`src/rtl/dsmr_pkg.sv`:
```
package dsmr_pkg;

   ////////////////////////////////////////////////////////////////////////////
   // Register word addresses
   localparam logic [15:0] ADDR_RUN_STATE_WORD = 16'h2100;
   localparam logic [15:0] ADDR_STATUS_FLAGS_WORD = 16'h2101;
   localparam logic [15:0] ADDR_ACTIVE_FAULT_CODE = 16'h2102;
   localparam logic [15:0] ADDR_DEVICE_IDENTITY = 16'h2103;
   localparam logic [15:0] ADDR_RUNNING_FREQUENCY = 16'h3000;
   localparam logic [15:0] ADDR_SET_FREQUENCY = 16'h3001;
   localparam logic [15:0] ADDR_DC_BUS_VOLTAGE = 16'h3002;
   localparam logic [15:0] ADDR_OUTPUT_VOLTAGE = 16'h3003;
   localparam logic [15:0] ADDR_OUTPUT_CURRENT = 16'h3004;
   localparam logic [15:0] ADDR_SHAFT_SPEED = 16'h3005;
   localparam logic [15:0] ADDR_OUTPUT_POWER = 16'h3006;
   localparam logic [15:0] ADDR_OUTPUT_TORQUE = 16'h3007;
   localparam logic [15:0] ADDR_LOOP_SETPOINT = 16'h3008;
   localparam logic [15:0] ADDR_LOOP_FEEDBACK = 16'h3009;
   localparam logic [15:0] ADDR_DIGITAL_INPUT_IMAGE = 16'h300a;
   localparam logic [15:0] ADDR_DIGITAL_OUTPUT_IMAGE = 16'h300b;
   localparam logic [15:0] ADDR_ANALOG_IN_ONE = 16'h300c;
   localparam logic [15:0] ADDR_ANALOG_IN_TWO = 16'h300d;
   localparam logic [15:0] ADDR_ANALOG_IN_THREE = 16'h300e;
   localparam logic [15:0] ADDR_ANALOG_IN_FOUR = 16'h300f;
   localparam logic [15:0] ADDR_PULSE_IN_ONE_FREQ = 16'h3010;
   localparam logic [15:0] ADDR_PULSE_IN_TWO_FREQ = 16'h3011;
   localparam logic [15:0] ADDR_SPEED_STEP_INDEX = 16'h3012;
   localparam logic [15:0] ADDR_EXTERNAL_LENGTH = 16'h3013;
   localparam logic [15:0] ADDR_EXTERNAL_COUNT = 16'h3014;
   localparam logic [15:0] ADDR_TORQUE_REFERENCE = 16'h3015;
   localparam logic [15:0] ADDR_IDENTITY_ALIAS = 16'h3016;
   localparam logic [15:0] ADDR_FAULT_CODE_ALIAS = 16'h5000;

   ////////////////////////////////////////////////////////////////////////////
   // Run state word codes
   localparam logic [15:0] RUN_CODE_FORWARD = 16'h0001;
   localparam logic [15:0] RUN_CODE_REVERSE = 16'h0002;
   localparam logic [15:0] RUN_CODE_STOPPED = 16'h0003;
   localparam logic [15:0] RUN_CODE_FAULTY = 16'h0004;
   localparam logic [15:0] RUN_CODE_POWER_OFF = 16'h0005;
   localparam logic [15:0] RUN_CODE_PRE_EXCITED = 16'h0006;

   ////////////////////////////////////////////////////////////////////////////
   // Status flags word bit positions
   localparam int FLAG_READY_BIT = 0;
   localparam int FLAG_MOTOR_LO_BIT = 1;
   localparam int FLAG_MOTOR_HI_BIT = 2;
   localparam int FLAG_SYNC_MOTOR_BIT = 3;
   localparam int FLAG_OVERLOAD_BIT = 4;
   localparam int FLAG_SOURCE_LO_BIT = 5;
   localparam int FLAG_SOURCE_HI_BIT = 6;
   localparam int FLAG_TORQUE_MODE_BIT = 8;
   localparam int FLAG_POSITION_BIT = 9;
   localparam int FLAG_METHOD_LO_BIT = 10;
   localparam int FLAG_METHOD_HI_BIT = 11;

   ////////////////////////////////////////////////////////////////////////////
   // Limits of the monitor words in counts, and field widths in bits
   localparam logic [15:0] BUS_VOLT_MAX = 16'h4e20;
   localparam logic signed [15:0] POWER_LIMIT = 16'sh0bb8;
   localparam logic signed [15:0] TORQUE_LIMIT = 16'sh09c4;
   localparam logic signed [15:0] LOOP_LIMIT = 16'sh03e8;
   localparam logic signed [15:0] TORQUE_REF_LIMIT = 16'sh0bb8;
   localparam int STEP_INDEX_WIDTH = 4;
   localparam int INPUT_IMAGE_WIDTH = 6;
   localparam int OUTPUT_IMAGE_WIDTH = 4;

   ////////////////////////////////////////////////////////////////////////////
   // Fieldbus scale divisors by number of decimals
   localparam logic [15:0] SCALE_DIV_0 = 16'h0001;
   localparam logic [15:0] SCALE_DIV_1 = 16'h000a;
   localparam logic [15:0] SCALE_DIV_2 = 16'h0064;
   localparam logic [15:0] SCALE_DIV_3 = 16'h03e8;

   // Answer codes: none, or the refusal reason
   localparam logic [7:0] ERR_NONE = 8'h00;
   localparam logic [7:0] ERR_BAD_ADDRESS = 8'h02;
   localparam logic [7:0] ERR_READ_ONLY = 8'h07;

   ////////////////////////////////////////////////////////////////////////////
   typedef enum logic [2:0] {
      DSMR_RUN_FORWARD = 3'b001,
      DSMR_RUN_REVERSE = 3'b010,
      DSMR_RUN_STOPPED = 3'b011,
      DSMR_RUN_FAULTY = 3'b100,
      DSMR_RUN_POWER_OFF = 3'b101,
      DSMR_RUN_PRE_EXCITED = 3'b110
   } dsmr_run_t;

   typedef struct packed {
      dsmr_run_t run_state;
      logic ready;
      logic [1:0] motor_sel;
      logic sync_motor;
      logic overload;
      logic [1:0] ctrl_source;
      logic torque_mode;
      logic position_mode;
      logic [1:0] ctrl_method;
      logic [15:0] fault_code;
   } dsmr_state_t;

   typedef struct packed {
      logic fast_pulse_input_b;
      logic fast_pulse_input_a;
      logic switch_input_four;
      logic switch_input_three;
      logic switch_input_two;
      logic switch_input_one;
      logic relay_output_two;
      logic relay_output_one;
      logic fast_pulse_output;
      logic transistor_output_one;
   } dsmr_pins_t;

   typedef struct packed {
      logic [15:0] run_freq;
      logic [15:0] set_freq;
      logic [15:0] bus_volt;
      logic [15:0] out_volt;
      logic [15:0] out_curr;
      logic [15:0] speed;
      logic signed [15:0] power;
      logic signed [15:0] torque;
      logic signed [15:0] loop_set;
      logic signed [15:0] loop_fb;
      logic [15:0] analog_one;
      logic [15:0] analog_two;
      logic signed [15:0] analog_three;
      logic [15:0] analog_four;
      logic [15:0] pulse_one;
      logic [15:0] pulse_two;
      logic [15:0] step_index;
      logic [15:0] ext_length;
      logic [15:0] ext_count;
      logic signed [15:0] torque_ref;
   } dsmr_meas_t;

   typedef struct packed {
      logic valid;
      logic write;
      logic [15:0] addr;
      logic [15:0] data;
      logic [1:0] decimals;
   } dsmr_req_t;

   typedef struct packed {
      logic valid;
      logic error;
      logic [7:0] code;
      logic [15:0] data;
   } dsmr_rsp_t;

   typedef struct packed {
      logic valid;
      logic [15:0] addr;
      logic [15:0] whole;
      logic [15:0] frac;
   } dsmr_param_t;

endpackage : dsmr_pkg

```
`src/rtl/dsmr_regs.sv`:
```
// What this block does
// - Stopped drive reads run word 0003h
// - Flags bit 0 shows ready to run
// - Flags bits 2..1 show active motor set
// - Flags bit 3 shows synchronous motor
// - Flags bit 4 shows overload alarm
// - Flags bit 8 shows torque control
// - Flags bit 9 shows position control
// - Flags bits 11..10 show control method
// - Read-only words refuse writes; writes use 06h
// - Identity word: family high, model low
// - Decimals scaled by ten to decimal count
// - Written integer divided by scale when stored
// - Bus voltage 0..2000.0 V, 0.1 V counts
// - Loop feedback signed +-100.0 percent
// - Speed step index reads 0..15
// - Output image: one bit per output
`timescale 1ns/10ps

module dsmr_regs #(
   parameter logic [7:0] FAMILY_CODE = 8'h5a, // Arbitrary value
   parameter logic [7:0] MODEL_CODE = 8'h3c   // Arbitrary value
) (
   // Clock and reset
   input wire logic clk_i,
   input wire logic reset_n_i,
   // Drive condition and measurements
   input dsmr_pkg::dsmr_state_t state_i,
   input dsmr_pkg::dsmr_pins_t pins_i,
   input dsmr_pkg::dsmr_meas_t meas_i,
   // Register requests from the link
   input dsmr_pkg::dsmr_req_t req_i,
   output dsmr_pkg::dsmr_rsp_t rsp_o,
   // Parameter writes toward the parameter store
   output dsmr_pkg::dsmr_param_t param_o
);
   import dsmr_pkg::*;

   ////////////////////////////////////////////////////////////////////////////
   // Helpers

   // Saturate a signed quantity to a symmetric limit
   function automatic logic [15:0] clamp_signed(
      input logic signed [15:0] value,
      input logic signed [15:0] limit
   );
      logic signed [15:0] neg_limit;
      neg_limit = -limit;
      if (value > limit) begin
         clamp_signed = limit;
      end else if (value < neg_limit) begin
         clamp_signed = neg_limit;
      end else begin
         clamp_signed = value;
      end
   endfunction : clamp_signed

   // Saturate an unsigned quantity to an upper limit
   function automatic logic [15:0] clamp_unsigned(
      input logic [15:0] value,
      input logic [15:0] limit
   );
      clamp_unsigned = (value > limit) ? limit : value;
   endfunction : clamp_unsigned

   // Divisor for a given number of decimals
   function automatic logic [15:0] scale_of(input logic [1:0] decimals);
      logic [15:0] div;
      unique case (decimals)
         2'b00: div = SCALE_DIV_0;
         2'b01: div = SCALE_DIV_1;
         2'b10: div = SCALE_DIV_2;
         2'b11: div = SCALE_DIV_3;
      endcase
      scale_of = div;
   endfunction : scale_of

   // Run state to its word code
   function automatic logic [15:0] run_code(input dsmr_run_t run);
      logic [15:0] code;
      unique case (run)
         DSMR_RUN_FORWARD: code = RUN_CODE_FORWARD;
         DSMR_RUN_REVERSE: code = RUN_CODE_REVERSE;
         DSMR_RUN_STOPPED: code = RUN_CODE_STOPPED;
         DSMR_RUN_FAULTY: code = RUN_CODE_FAULTY;
         DSMR_RUN_POWER_OFF: code = RUN_CODE_POWER_OFF;
         DSMR_RUN_PRE_EXCITED: code = RUN_CODE_PRE_EXCITED;
         default: code = RUN_CODE_STOPPED;
      endcase
      run_code = code;
   endfunction : run_code

   ////////////////////////////////////////////////////////////////////////////
   // Word assembly

   wire logic [15:0] run_word;
   wire logic [15:0] flags_word;
   wire logic [15:0] ident_word;
   wire logic [15:0] bus_volt_word;
   wire logic [15:0] power_word;
   wire logic [15:0] torque_word;
   wire logic [15:0] loop_set_word;
   wire logic [15:0] loop_fb_word;
   wire logic [15:0] torque_ref_word;
   wire logic [15:0] step_word;
   wire logic [15:0] in_image_word;
   wire logic [15:0] out_image_word;

   assign run_word = run_code(state_i.run_state);

   assign flags_word = {
      4'h0,
      state_i.ctrl_method,
      state_i.position_mode,
      state_i.torque_mode,
      1'b0,
      state_i.ctrl_source,
      state_i.overload,
      state_i.sync_motor,
      state_i.motor_sel,
      state_i.ready
   };

   assign ident_word = {FAMILY_CODE, MODEL_CODE};

   assign bus_volt_word = clamp_unsigned(meas_i.bus_volt, BUS_VOLT_MAX);

   // Signed words except analog input three saturate at their legal span
   assign power_word = clamp_signed(meas_i.power, POWER_LIMIT);
   assign torque_word = clamp_signed(meas_i.torque, TORQUE_LIMIT);
   assign loop_set_word = clamp_signed(meas_i.loop_set, LOOP_LIMIT);
   assign loop_fb_word = clamp_signed(meas_i.loop_fb, LOOP_LIMIT);
   assign torque_ref_word = clamp_signed(meas_i.torque_ref, TORQUE_REF_LIMIT);

   assign step_word = {12'h000, meas_i.step_index[STEP_INDEX_WIDTH-1:0]};

   assign in_image_word = {
      10'h000,
      pins_i.fast_pulse_input_b,
      pins_i.fast_pulse_input_a,
      pins_i.switch_input_four,
      pins_i.switch_input_three,
      pins_i.switch_input_two,
      pins_i.switch_input_one
   };

   assign out_image_word = {
      12'h000,
      pins_i.relay_output_two,
      pins_i.relay_output_one,
      pins_i.fast_pulse_output,
      pins_i.transistor_output_one
   };

   ////////////////////////////////////////////////////////////////////////////
   // Address decode and read selection

   logic [15:0] read_word;
   logic bank_hit;

   always_comb begin
      bank_hit = 1'b1;
      read_word = 16'h0000;
      unique case (req_i.addr)
         ADDR_RUN_STATE_WORD: read_word = run_word;
         ADDR_STATUS_FLAGS_WORD: read_word = flags_word;
         ADDR_ACTIVE_FAULT_CODE: read_word = state_i.fault_code;
         ADDR_DEVICE_IDENTITY: read_word = ident_word;
         ADDR_RUNNING_FREQUENCY: read_word = meas_i.run_freq;
         ADDR_SET_FREQUENCY: read_word = meas_i.set_freq;
         ADDR_DC_BUS_VOLTAGE: read_word = bus_volt_word;
         ADDR_OUTPUT_VOLTAGE: read_word = meas_i.out_volt;
         ADDR_OUTPUT_CURRENT: read_word = meas_i.out_curr;
         ADDR_SHAFT_SPEED: read_word = meas_i.speed;
         ADDR_OUTPUT_POWER: read_word = power_word;
         ADDR_OUTPUT_TORQUE: read_word = torque_word;
         ADDR_LOOP_SETPOINT: read_word = loop_set_word;
         ADDR_LOOP_FEEDBACK: read_word = loop_fb_word;
         ADDR_DIGITAL_INPUT_IMAGE: read_word = in_image_word;
         ADDR_DIGITAL_OUTPUT_IMAGE: read_word = out_image_word;
         ADDR_ANALOG_IN_ONE: read_word = meas_i.analog_one;
         ADDR_ANALOG_IN_TWO: read_word = meas_i.analog_two;
         ADDR_ANALOG_IN_THREE: read_word = meas_i.analog_three;
         ADDR_ANALOG_IN_FOUR: read_word = meas_i.analog_four;
         ADDR_PULSE_IN_ONE_FREQ: read_word = meas_i.pulse_one;
         ADDR_PULSE_IN_TWO_FREQ: read_word = meas_i.pulse_two;
         ADDR_SPEED_STEP_INDEX: read_word = step_word;
         ADDR_EXTERNAL_LENGTH: read_word = meas_i.ext_length;
         ADDR_EXTERNAL_COUNT: read_word = meas_i.ext_count;
         ADDR_TORQUE_REFERENCE: read_word = torque_ref_word;
         ADDR_IDENTITY_ALIAS: read_word = ident_word;
         ADDR_FAULT_CODE_ALIAS: read_word = state_i.fault_code;
         default: bank_hit = 1'b0;
      endcase
   end

   ////////////////////////////////////////////////////////////////////////////
   // Request classification

   wire logic read_req;
   wire logic write_req;
   wire logic read_ok;
   wire logic read_bad;
   wire logic write_refused;
   wire logic param_write;

   assign read_req = req_i.valid && !req_i.write;
   assign write_req = req_i.valid && req_i.write;
   assign read_ok = read_req && bank_hit;
   assign read_bad = read_req && !bank_hit;
   // Every bank word is read only, so a write to one is refused
   assign write_refused = write_req && bank_hit;
   // Writes outside the bank go on to the parameter store
   assign param_write = write_req && !bank_hit;

   ////////////////////////////////////////////////////////////////////////////
   // Fieldbus scale: integer back to engineering whole and fraction

   wire logic [15:0] divisor;
   wire logic [15:0] quotient;
   wire logic [15:0] remainder;

   assign divisor = scale_of(req_i.decimals);
   assign quotient = req_i.data / divisor;
   assign remainder = req_i.data % divisor;

   ////////////////////////////////////////////////////////////////////////////
   // Answer

   dsmr_rsp_t rsp_reg;
   dsmr_rsp_t rsp_next;

   always_comb begin
      rsp_next.valid = req_i.valid;
      rsp_next.error = read_bad || write_refused;
      rsp_next.code = ERR_NONE;
      rsp_next.data = 16'h0000;
      if (read_ok) begin
         rsp_next.data = read_word;
      end else if (read_bad) begin
         rsp_next.code = ERR_BAD_ADDRESS;
      end else if (write_refused) begin
         rsp_next.code = ERR_READ_ONLY;
      end else if (param_write) begin
         // Accepted writes echo the data, as a write answer does
         rsp_next.data = req_i.data;
      end
   end

   always_ff @(posedge clk_i) begin
      if (!reset_n_i) begin
         rsp_reg <= '0;
      end else begin
         rsp_reg <= rsp_next;
      end
   end

   ////////////////////////////////////////////////////////////////////////////
   // Parameter store write

   dsmr_param_t param_reg;
   dsmr_param_t param_next;

   always_comb begin
      param_next.valid = param_write;
      param_next.addr = param_write ? req_i.addr : param_reg.addr;
      param_next.whole = param_write ? quotient : param_reg.whole;
      param_next.frac = param_write ? remainder : param_reg.frac;
   end

   always_ff @(posedge clk_i) begin
      if (!reset_n_i) begin
         param_reg <= '0;
      end else begin
         param_reg <= param_next;
      end
   end

   assign rsp_o = rsp_reg;
   assign param_o = param_reg;

endmodule : dsmr_regs

```
`config.mk`:
```
export PLATFORM = sky130hd
export DESIGN_NAME = dsmr_regs
export DESIGN_NICKNAME = d
export VERILOG_FILES = /design/src/rtl/dsmr_pkg.sv /design/src/rtl/dsmr_regs.sv
export SDC_FILE = /design/constraint.sdc
export NUM_CORES = 1
export LEC_CHECK = 0
export BUFFER_PORTS_ARGS = -buffer_cell sky130_fd_sc_hd__buf_4
export CELL_PAD_IN_SITES_DETAIL_PLACEMENT = 0
export CELL_PAD_IN_SITES_GLOBAL_PLACEMENT = 1
export CORE_AREA = 10 10 202 204
export DETAILED_ROUTE_END_ITERATION = 8
export DIE_AREA = 0 0 212 214
export PLACE_DENSITY = 0.94
export SYNTH_ARGS = -nofsm -noshare
export SYNTH_HDL_FRONTEND = slang
export SYNTH_SLANG_ARGS = --single-unit
```
`constraint.sdc`:
```
create_clock -name clk_i -period 32.9 [get_ports clk_i]
set_input_delay 0 -clock clk_i [delete_from_list [all_inputs] [get_ports clk_i]]
set_output_delay 0 -clock clk_i [all_outputs]
set_load 0.1 [all_outputs]
```
**Word level (Yosys, flattened, before mapping)**

Cells that the tools add are included.

- Register bits: 70
- Latch bits: 0
- RAM bits: 0
- Bits in read-only memories: 0
- Output and inout bits: 75
- Word-level logic and storage cells: 95
- Memories: 0

- Add/sub/neg operators: 0
- $mul: 0
- Divide/modulo/power cells: 2
- $lt $le $gt $ge: 11
- Equal/unequal tests: 36
- Shift operators: 0
- Multiplexer cells: 21
- Bitwise gates (word level): 1
- Reduce and logical (&&, ||, !) cells: 15

Operators with widths:

| operator | number |
|---|---|
| $eq A16 B14 Y1 const B | 27 |
| $pmux W16 S26 | 1 |
| $mux W16 | 15 |
| $pmux W16 S4 | 1 |
| $gt A16 B13 Y1 const B | 3 |
| $lt A16 B13 Y1 const B | 3 |
| $gt A16 B11 Y1 const B | 2 |
| $lt A16 B11 Y1 const B | 2 |
| $reduce_or A28 Y1 | 1 |
| $div A16 B16 Y16 | 1 |
| $eq A16 B15 Y1 const B | 1 |
| $gt A16 B15 Y1 const B | 1 |
| $mod A16 B16 Y16 | 1 |
| $pmux W3 S5 | 1 |
| $eq A3 B3 Y1 const B | 3 |
| $logic_and A1 B1 Y1 | 6 |
| $reduce_or A2 Y1 | 3 |
| $eq A2 B2 Y1 const B | 2 |
| $eq A3 B1 Y1 const B | 1 |
| $eq A3 B2 Y1 const B | 1 |
| $mux W3 | 1 |
| $reduce_or A3 Y1 | 1 |
| $eq A2 B1 Y1 const B | 1 |
| $logic_not A1 Y1 | 2 |
| 5 further kinds | 5 |

**Longest topological paths before layout**

Gate-level depths: netlist (run 1).

- Depth in word-level cells: 9
- Gate-level depth with buffers: 162

**Worst setup path after synthesis (run 1)**

No wires, ideal clock.

- Kind: input to register
- Start: in req_i[1] (netlist bit)
- End: reg param_reg, in the netlist param_o[15]
- Library setup time: 0.138 ns
- Arrival time: 29.106 ns
- Data required time: 32.762 ns
- Setup slack: 3.656 ns
- Stages: 141
- Path through: buf_6 > inv_1 > nand2_1 > ha_1 > or3_1 > nand4_1 > nand2_1 > ha_1 > nor2_1 > a211oi_2 > a21oi_1 > or2_1 > ha_1 > o211a_1 > o211ai_1 > and2_1 > clkbuf_1 > o31ai_1 > [105 not listed] > nand2b_1 > or3_1 > or2_2 > o211a_1 > nor3_1 > nand2_1 > o21ai_0 > inv_1 > ha_1 > nor2b_1 > o21ai_0 > nand2b_1 > a21o_1 > a2111oi_0 > o41ai_1 > a31oi_1 > a31o_1 > a31oi_1

- Cells in the longest elaborated chain, start to end: 3
- Elaborated cells between the ends (all ways): 6
- Those cells by class: div (1); eq/ne (3); mux (1); reduce/logical (1)

Ends and longest elaborated chain:

| item | RTL line | source |
|---|---|---|
| from (decl) | dsmr_regs.sv:32 | `input dsmr_pkg::dsmr_req_t req_i,` |
| $eq A2 B2 Y1 (tied with other cells) | dsmr_regs.sv:69 | `unique case (decimals)` |
| $pmux W16 S4 * | dsmr_regs.sv:69 |  |
| $mod A16 B16 Y16 * | dsmr_regs.sv:225 | `assign remainder = req_i.data % divisor;` |
| to (signal assigned) | dsmr_regs.sv:275 | `param_reg <= param_next;` |
| to (decl) | dsmr_regs.sv:261 | `dsmr_param_t param_reg;` |

Every way passes the cells marked *; elsewhere a longest branch is shown, timed or not. The select of a mux whose other input is x is not followed.
A chain may end at the register's enable or synchronous reset.

**Final worst setup path (run 1)**

- Start: in req_i[17] (netlist bit)
- End: reg param_reg, in the netlist param_o[15]

- Cells in the longest elaborated chain, start to end: 1

Ends and longest elaborated chain:

| item | RTL line |
|---|---|
| $mod A16 B16 Y16 | dsmr_regs.sv:225 |

Every way passes these cells.

==> impl_metrics.ini, run 1 <==
[global_route]
grt_usage_pct = 35.1
grt_pass1_vias = 18200
grt_start_max_net_pins = 56
grt_first_pass_wirelength_um = 120000
grt_antenna_before_repair = 12
grt-ovfl-total = 0

[worst_hold_path]
hold_path_class = input pin to flop

[sta]
drv_slew = 0
min_period_over_period_pct = 93.5
max_freq_mhz = 32.5
fin_crit_ns = 30.78
finalSetupViolCount = 0
rsz0062_at_grt = false
tightestPinTransition_ns = 1.15
skew_ns = 0
hold_viol = 0
relSlewSlack_pct = 23.0
setup-tns-final_ns = 0

[finish]
instances_no_fill = 3001
n_fill_cell = 3697
drive_gt1_share_pct = 30.6
area_growth_pct = 44.4
multi_input_area_um2 = 11100
seq_area_um2 = 1380
fin_nets = 3019

[synth]
synthArstFlopShare_pct = 0
synth_top_area_cell = dfxtp_1
ys_ff_latch = 69
synth.cell_area_um2 = 13100
ys.warnings.count = 0
ys_top_cells_by_area = dfxtp_1, ha_1, o21ai_0
synth_flop_cell = dfxtp_1
ys_seq_area_share_pct = 10.5
netlist_top_cells_count = nand2_1, nor2_1, o21ai_0, a21oi_1, ha_1
synth_edf_count = 0
yosysMostFrequentCell = nand2_1
synth_top_area_share_pct = 10.5
avgSynthCellArea_um2 = 6.92
ys_types = 109
syn_inst = 1895

[placement]
hpwl_um = 72600
place.port_buffers = 455
globalplace.congestion = 1.07
numPlacedInstances = 2948

[job]
drv_cap = 0

[setup_path]
crit_family = simple AND/OR/NAND/NOR gates
arrival_ns = 30.96
crit_buf_inv = 17
cp_max_fo = 8
worstSetupPathType = input pin to flop
endpoint_kind = flop
slowest_stage = dlygate4sd3_1
required_ns = 33.08
crit_top_cell = ha_1
start_kind = input pin
slowest_delay_ns = 0.54

[drt]
drc = 1
first_iter_violations = 1913
num_vias = 18400
routedWlPerCell_um = 28.0
ant_nets = 0
detail_route.first_pass.iterations = 9
wl_um = 84000
viasPerCell = 6.13

[run_status]
violations = design-rule violations
status = finished with violations

[clock_tree]
numCtsBuffers = 9
clkTransAtPathRegs_ns = 0.08
htreeDepth = 3
cts_post_setup_buffers_inserted = 0
cts_tree = yes
clockBufferDepth = 2
clk_latency_ns = 0.34
cts.sink_count = 69
root_buffer = clkbuf_16

[floorplanning]
pin_count = 473
start_util_pct = 35.4
die_h_um = 214
rows = 71
die_w_um = 212
core_area_um2 = 37000
die_area_um2 = 45400
[worst reg2reg max path, stage by stage, from the launching register on]
cell,delay [ns]
dfxtp_1,0.39
nor2_1,0.07
a311oi_1,0.27
[metal layers]
metal | vias up | wire length (um) | GRT usage, % | part of all wire [%]
met2 | 898 | 41600 | 62.2 | 50
met3 | 195 | 6140 | 6.07 | 7.3
met5 | - | 17 | 0 | 0.020
met1 | 8762 | 30300 | 37.5 | 36
li1 | 8526 | - | - | -
met4 | 2 | 5900 | 22.8 | 7.0
[final timing paths]
path                      end  slack (ns)         from  cells past startpoint
setup / recovery  param_o[15]        2.12    req_i[17]                    144
hold / removal       rsp_o[9]        0.01    req_i[11]                      3
setup reg to reg  param_o[10]       32.08  param_o[10]                      2
hold reg to reg   param_o[37]        0.46  param_o[37]                      2
[repair_timing]
action	CTS	global route
setup endpoints to repair	0	17
gates resized for setup	0	6
endpoints found under the hold margin	28	0
hold buffers	26	0
[final cells by class]
| cell class | count | share of cell area (%) |
|---|---|---|
| timing repair buffer | 687 | 27.7 |
| multi-input combinational | 1683 | 58.8 |
| clock buffer | 9 | 1.19 |
| inverter | 61 | 1.24 |
| tap | 474 | 3.13 |
| antenna | 11 | 0.145 |
| clock inverter | 7 | 0.555 |
| sequential | 69 | 7.30 |
[registers in the layout, indices dropped and copies added, names as in the netlist]
register and count:
param_o 49, rsp_o 20
[metrics by stage]
step	instance area, um2	hold slack [ns]	util [%]	setup slack (ns)
floorplan	13100	0.0989	-	3.66
global placement	18300	0.233	49.4	2.58
detailed placement	18300	0.236	49.4	2.18
CTS	18900	0.000422	51.0	2.41
global route	18900	0.0202	51.1	0.0206
finish	18900	0.0140	51.1	2.12
[cell families (layout without fill, tap and decap cells)]
| kind of cell | Yosys count | after routing | synth area share [%] |
|---|---|---|---|
| adder cells (fa/ha/maj) | 110 | 110 | 10.6 |
| AND/OR/NAND/NOR | 777 | 777 | 30.0 |
| AO/OA/AOI/OAI | 676 | 676 | 35.5 |
| flip-flops | 69 | 69 | 10.5 |
| XOR/XNOR | 59 | 59 | 3.94 |
| other | 1 | 16 | 0.0286 |
| buffers and inverters | 147 | 764 | 4.92 |
| multiplexers | 56 | 56 | 4.55 |
[layout by cell type (no fill, tap or decap), types with 11 or more instances in the layout]
master           n
buf_4          659
nand2_1        193
nor2_1         174
o21ai_0        149
a21oi_1        139
ha_1           109
nor3_1          79
nand3_1         75
dfxtp_1         69
inv_1           59
a22oi_1         58
nand4_1         55
xnor2_1         37
o21a_1          34
nor2b_1         34
a222oi_1        32
a21o_1          29
mux2i_1         29
or3_1           26
nand2b_1        26
dlygate4sd3_1   26
a211oi_1        22
xor2_1          22
mux2_2          22
or2_2           21
a31oi_1         20
o31ai_1         19
nor4_1          16
o211ai_1        15
and3_1          15
o22ai_1         13
a221oi_1        12
diode_2         11
and2_1          11
a211o_1         11
Power of run 1 is not shown: default switching activity piles up to over one toggle a cycle in this logic, so the estimate is an artifact.
==> run 2, diff against run 1 <==
CORE_AREA = 10 10 214 216   (was 10 10 202 204)
CTS_CLUSTER_SIZE = 20   (was not set)
DIE_AREA = 0 0 224 226   (was 0 0 212 214)
PLACE_DENSITY = 0.89   (was 0.94)
clock period = 27.5 ns   (was 32.9 ns; I/O delays follow)
==> run 2 against run 1 <==
Compared with the run above:
- the run now ends clean
- clock skew unchanged
- global-route usage decreased by 0.060 points
- final cell count increased by 12%
- flip-flop and latch count unchanged
- routed wire length increased by 13%
- setup slack got worse by 1.1 ns
==> impl_metrics.ini, run 2 (synthesis results as in run 1) <==
[run_status]
status = completed

[setup_path]
slowest_delay_ns = 0.55
required_ns = 27.79
crit_buf_inv = 15
slowest_stage = or4_4
cp.depth = 133
endpoint_kind = flop
crit_family = compound AO/OA/AOI/OAI gates
arrival_ns = 26.78
crit_top_cell = ha_1
cp_max_fo = 7
start_kind = input pin
worstSetupPathType = input pin to flop
ff2ff_path_depth = 2

[drt]
routedWlPerCell_um = 28.1
wl_um = 94800
ant_nets = 0
viasPerCell = 5.96
detail_route.first_pass.iterations = 6
drt-met1-wl_um = 34000
highest-signal-layer = met5
drc = 0
routed-wl-met3_um = 6250
routed-wl-met2_um = 46900
num_vias = 20100
first_iter_violations = 1928

[clock_tree]
cts.sink_count = 69
clockBufferDepth = 2
htreeDepth = 3
root_buffer = clkbuf_16
numCtsBuffers = 9
clkTransAtPathRegs_ns = 0.07
cts_tree = yes
clk_latency_ns = 0.37

[placement]
place_area_um2 = 20500
globalplace.congestion = 1.09
place.port_buffers = 455
hpwl_um = 80200

[global_route]
grt_start_max_net_pins = 56
grt_pass1_vias = 19700
grt_first_pass_wirelength_um = 132000
grt-ovfl-total = 0
grt_antenna_before_repair = 21
grt_usage_pct = 35.1

[finish]
seq_area_um2 = 1380
drive_gt1_share_pct = 42.2
largest_register_ffs = 49
fin_nets = 3314
layout.cells.most_common_list = buf_4, nand2_1, nor2_1, o21ai_0, a21oi_1
multi_input_area_um2 = 11900
area_growth_pct = 68.0
n_fill_cell = 4038
final_area_um2 = 22000
final_core_utilization_pct = 53.0
final_common_cell = buf_4

[sta]
min_period_over_period_pct = 96.3
fin_crit_ns = 26.49
drv_slew = 0
skew_ns = 0
relSlewSlack_pct = 16.3
hold_viol = 0
setup-tns-final_ns = 0
tightestPinTransition_ns = 1.25
max_freq_mhz = 37.7
finalSetupViolCount = 0

[floorplanning]
die_area_um2 = 50600
pin_count = 473
rows = 75
die_w_um = 224
start_util_pct = 31.5
core_area_um2 = 41600
die_h_um = 226

[job]
drv_cap = 0

[worst_hold_path]
hold_path_class = input pin to flop
hold_path_depth = 3
run 2: area by class of cell:
class | count | area share, %
Clock inverter | 7 | 0.295
Tap cell | 539 | 3.06
Multi-Input combinational cell | 1683 | 54.0
Clock buffer | 9 | 1.02
Antenna cell | 18 | 0.205
Timing Repair Buffer | 982 | 34.1
Inverter | 61 | 1.08
Sequential cell | 69 | 6.27
run 2: final timing paths:
kind	endpoint	slack, ns	startpoint
max	param_o[1]	1.01	req_i[0]
min	rsp_o[9]	0.02	req_i[11]
max reg2reg	param_o[10]	26.52	param_o[10]
min reg2reg	param_o[45]	0.46	param_o[45]
run 2: per-layer routing:
layer  vias to the layer above  track usage [%]
met1                      9698             36.6
met4                         4             24.9
li1                       9126                -
met2                       960             62.6
met3                       269             6.60
met5                         -                0
run 2: per-stage QoR:
step	cells	worst slack, ns	hold slack (ns)
2_1_floorplan	1899	0.0135	0.0989
6_report	3368	1.01	0.0223
3_3_place_gp	3280	0.339	0.256
4_1_cts	3324	0.0782	0.00735
5_1_grt	3364	-0.302	0.0221
3_5_place_dp	3280	-0.388	0.256
run 2: worst register-to-register path: cells and delay by family (launching register included):
family             cells  cell delay [ns]
and+or+nand+nor        1             0.09
DFF                    1             0.55
AOI/OAI and AO/OA      1             0.26
run 2: timing repair:
| action | in CTS | in global routing |
|---|---|---|
| cloned | 0 | 1 |
| pin swaps | 0 | 68 |
| resized for setup | 3 | 150 |
| endpoints found under the setup margin | 6 | 18 |
| setup buffers | 0 | 25 |
| hold endpoints to repair | 35 | 0 |
| hold buffers | 28 | 0 |
Power of run 2 is left out for the same reason.
==> run 3, diff against run 2 <==
HOLD_SLACK_MARGIN = 0.08   (was not set)
==> run 3 against run 2 <==
Compared with the run above:
- sequential share of layout area about the same
- clock skew unchanged
- hold slack improved by 0.089 ns
- core utilization increased by 0.31 points
- design area increased by 0.59%
- global-route usage about the same
- routed wire length about the same
==> impl_metrics.ini, run 3 (synthesis results as in run 1) <==
[run_status]
status = completed

[clock_tree]
root_buffer = clkbuf_16
htreeDepth = 3
clk_latency_ns = 0.37
numCtsBuffers = 9
clockBufferDepth = 2
clkTransAtPathRegs_ns = 0.08
cts.sink_count = 69
cts_tree = yes

[finish]
final_common_cell = buf_4
n_fill_cell = 4020
area_growth_pct = 68.9
fin_nets = 3327
multi_input_area_um2 = 11900
largest_register_ffs = 49
layout.cells.most_common_list = buf_4, nand2_1, nor2_1, o21ai_0, a21oi_1
seq_area_um2 = 1380
drive_gt1_share_pct = 42.0

[floorplanning]
core_area_um2 = 41600
pin_count = 473
start_util_pct = 31.5
rows = 75
die_area_um2 = 50600
die_w_um = 224
die_h_um = 226

[setup_path]
slowest_stage = or4_4
endpoint_kind = flop
r2r_end = param_o[10]
arrival_ns = 26.68
crit-reg2reg-launch = param_o[10]
slowest_delay_ns = 0.55
ff2ff_path_depth = 2
crit_buf_inv = 14
required_ns = 27.71
r2r_slack_ns = 26.52
start_kind = input pin
crit_top_cell = ha_1
crit_family = compound AO/OA/AOI/OAI gates
cp_max_fo = 7
worstSetupPathType = input pin to flop

[drt]
wl_um = 94800
routedWlPerCell_um = 28.0
num_vias = 20000
viasPerCell = 5.93
detail_route.first_pass.iterations = 8
ant_nets = 0
drc = 0
first_iter_violations = 1786

[placement]
hpwl_um = 80200
place.port_buffers = 455
globalplace.congestion = 1.09
pre_cts_ws_ns = -0.388

[job]
drv_cap = 0

[worst_hold_path]
hold_path_depth = 5
hold_path_class = input pin to flop
min-delay-start = meas_i[222]
worstHoldEndpoint = rsp_o[14]

[sta]
hold_viol = 0
drv_slew = 0
min_period_over_period_pct = 96.2
finalSetupViolCount = 0
max_freq_mhz = 37.8
layout_setup_ws_ns = 1.03
fin_crit_ns = 26.47
setup-tns-final_ns = 0
skew_ns = 0
tightestPinTransition_ns = 1.24
relSlewSlack_pct = 17.2

[global_route]
grt_first_pass_wirelength_um = 132000
grt_pass1_vias = 19800
grt_start_max_net_pins = 56
grt_antenna_before_repair = 21
grt_usage_pct = 35.1
grt-ovfl-total = 0
## run 3: changes by cell type in the layout (fill, tap and decap cells not counted)
cell / change
a21oi_4: -1
mux2i_4: +1
a21oi_2: +1
dlygate4sd3_1: +12
mux2i_2: -1
buf_4: +1
## run 3: repair_timing
item,4_1_cts,5_1_grt
hold endpoints to repair,51,0
endpoints found under the setup margin,6,18
pin swaps,0,69
setup buffers,0,26
cloned,0,1
resized for setup,3,150
hold buffers,40,0
## run 3: per-layer routing
metal  wire length (um)  share of wire (%)  global-route usage (%)
met2              46800                 49                    62.8
met5                 17              0.018                       0
met1              34200                 36                    36.5
met3               6030                6.4                    6.64
met4               7660                8.1                    25.0
## run 3: area by class of cell
class	count	share of cell area, %
inverters	61	1.07
multi-input cells	1683	53.7
repair buffers	995	34.5
flip-flops and latches	69	6.24
diodes	18	0.203
well taps	539	3.04
clock buffers	9	1.02
clock inverters	7	0.294
## run 3: how the worst max path moves through the flow
stage | end | cells past startpoint | start | slack, ns
after global routing | param_o[6] | 150 | req_i[0] | -0.35
final | param_o[8] | 134 | req_i[0] | 1.03
after detailed placement | param_o[9] | 140 | req_i[0] | -0.39
after global placement | param_o[9] | 136 | req_i[0] | 0.34
after floorplan | param_o[0] | 140 | req_i[1] | 0.01
after CTS | param_o[9] | 142 | req_i[0] | 0.08
## run 3: tightest hold or removal path, delay by kind of cell
kind	cells	cell delay [ns]
AND/OR/NAND/NOR	2	0.15
AO/OA/AOI/OAI	2	0.20
buffers and inverters	1	0.09
## run 3: per-stage QoR
step                cell area, um2  hold WS (ns)  std cells  utilization [%]
floorplan                    13300        0.0989       1899                -
global placement             20500         0.256       3280             49.3
detailed placement           20500         0.256       3280             49.3
CTS                          21200         0.103       3336             51.0
global route                 22100         0.134       3377             53.3
finish                       22200         0.111       3381             53.3
Power of run 3 is left out for the same reason.
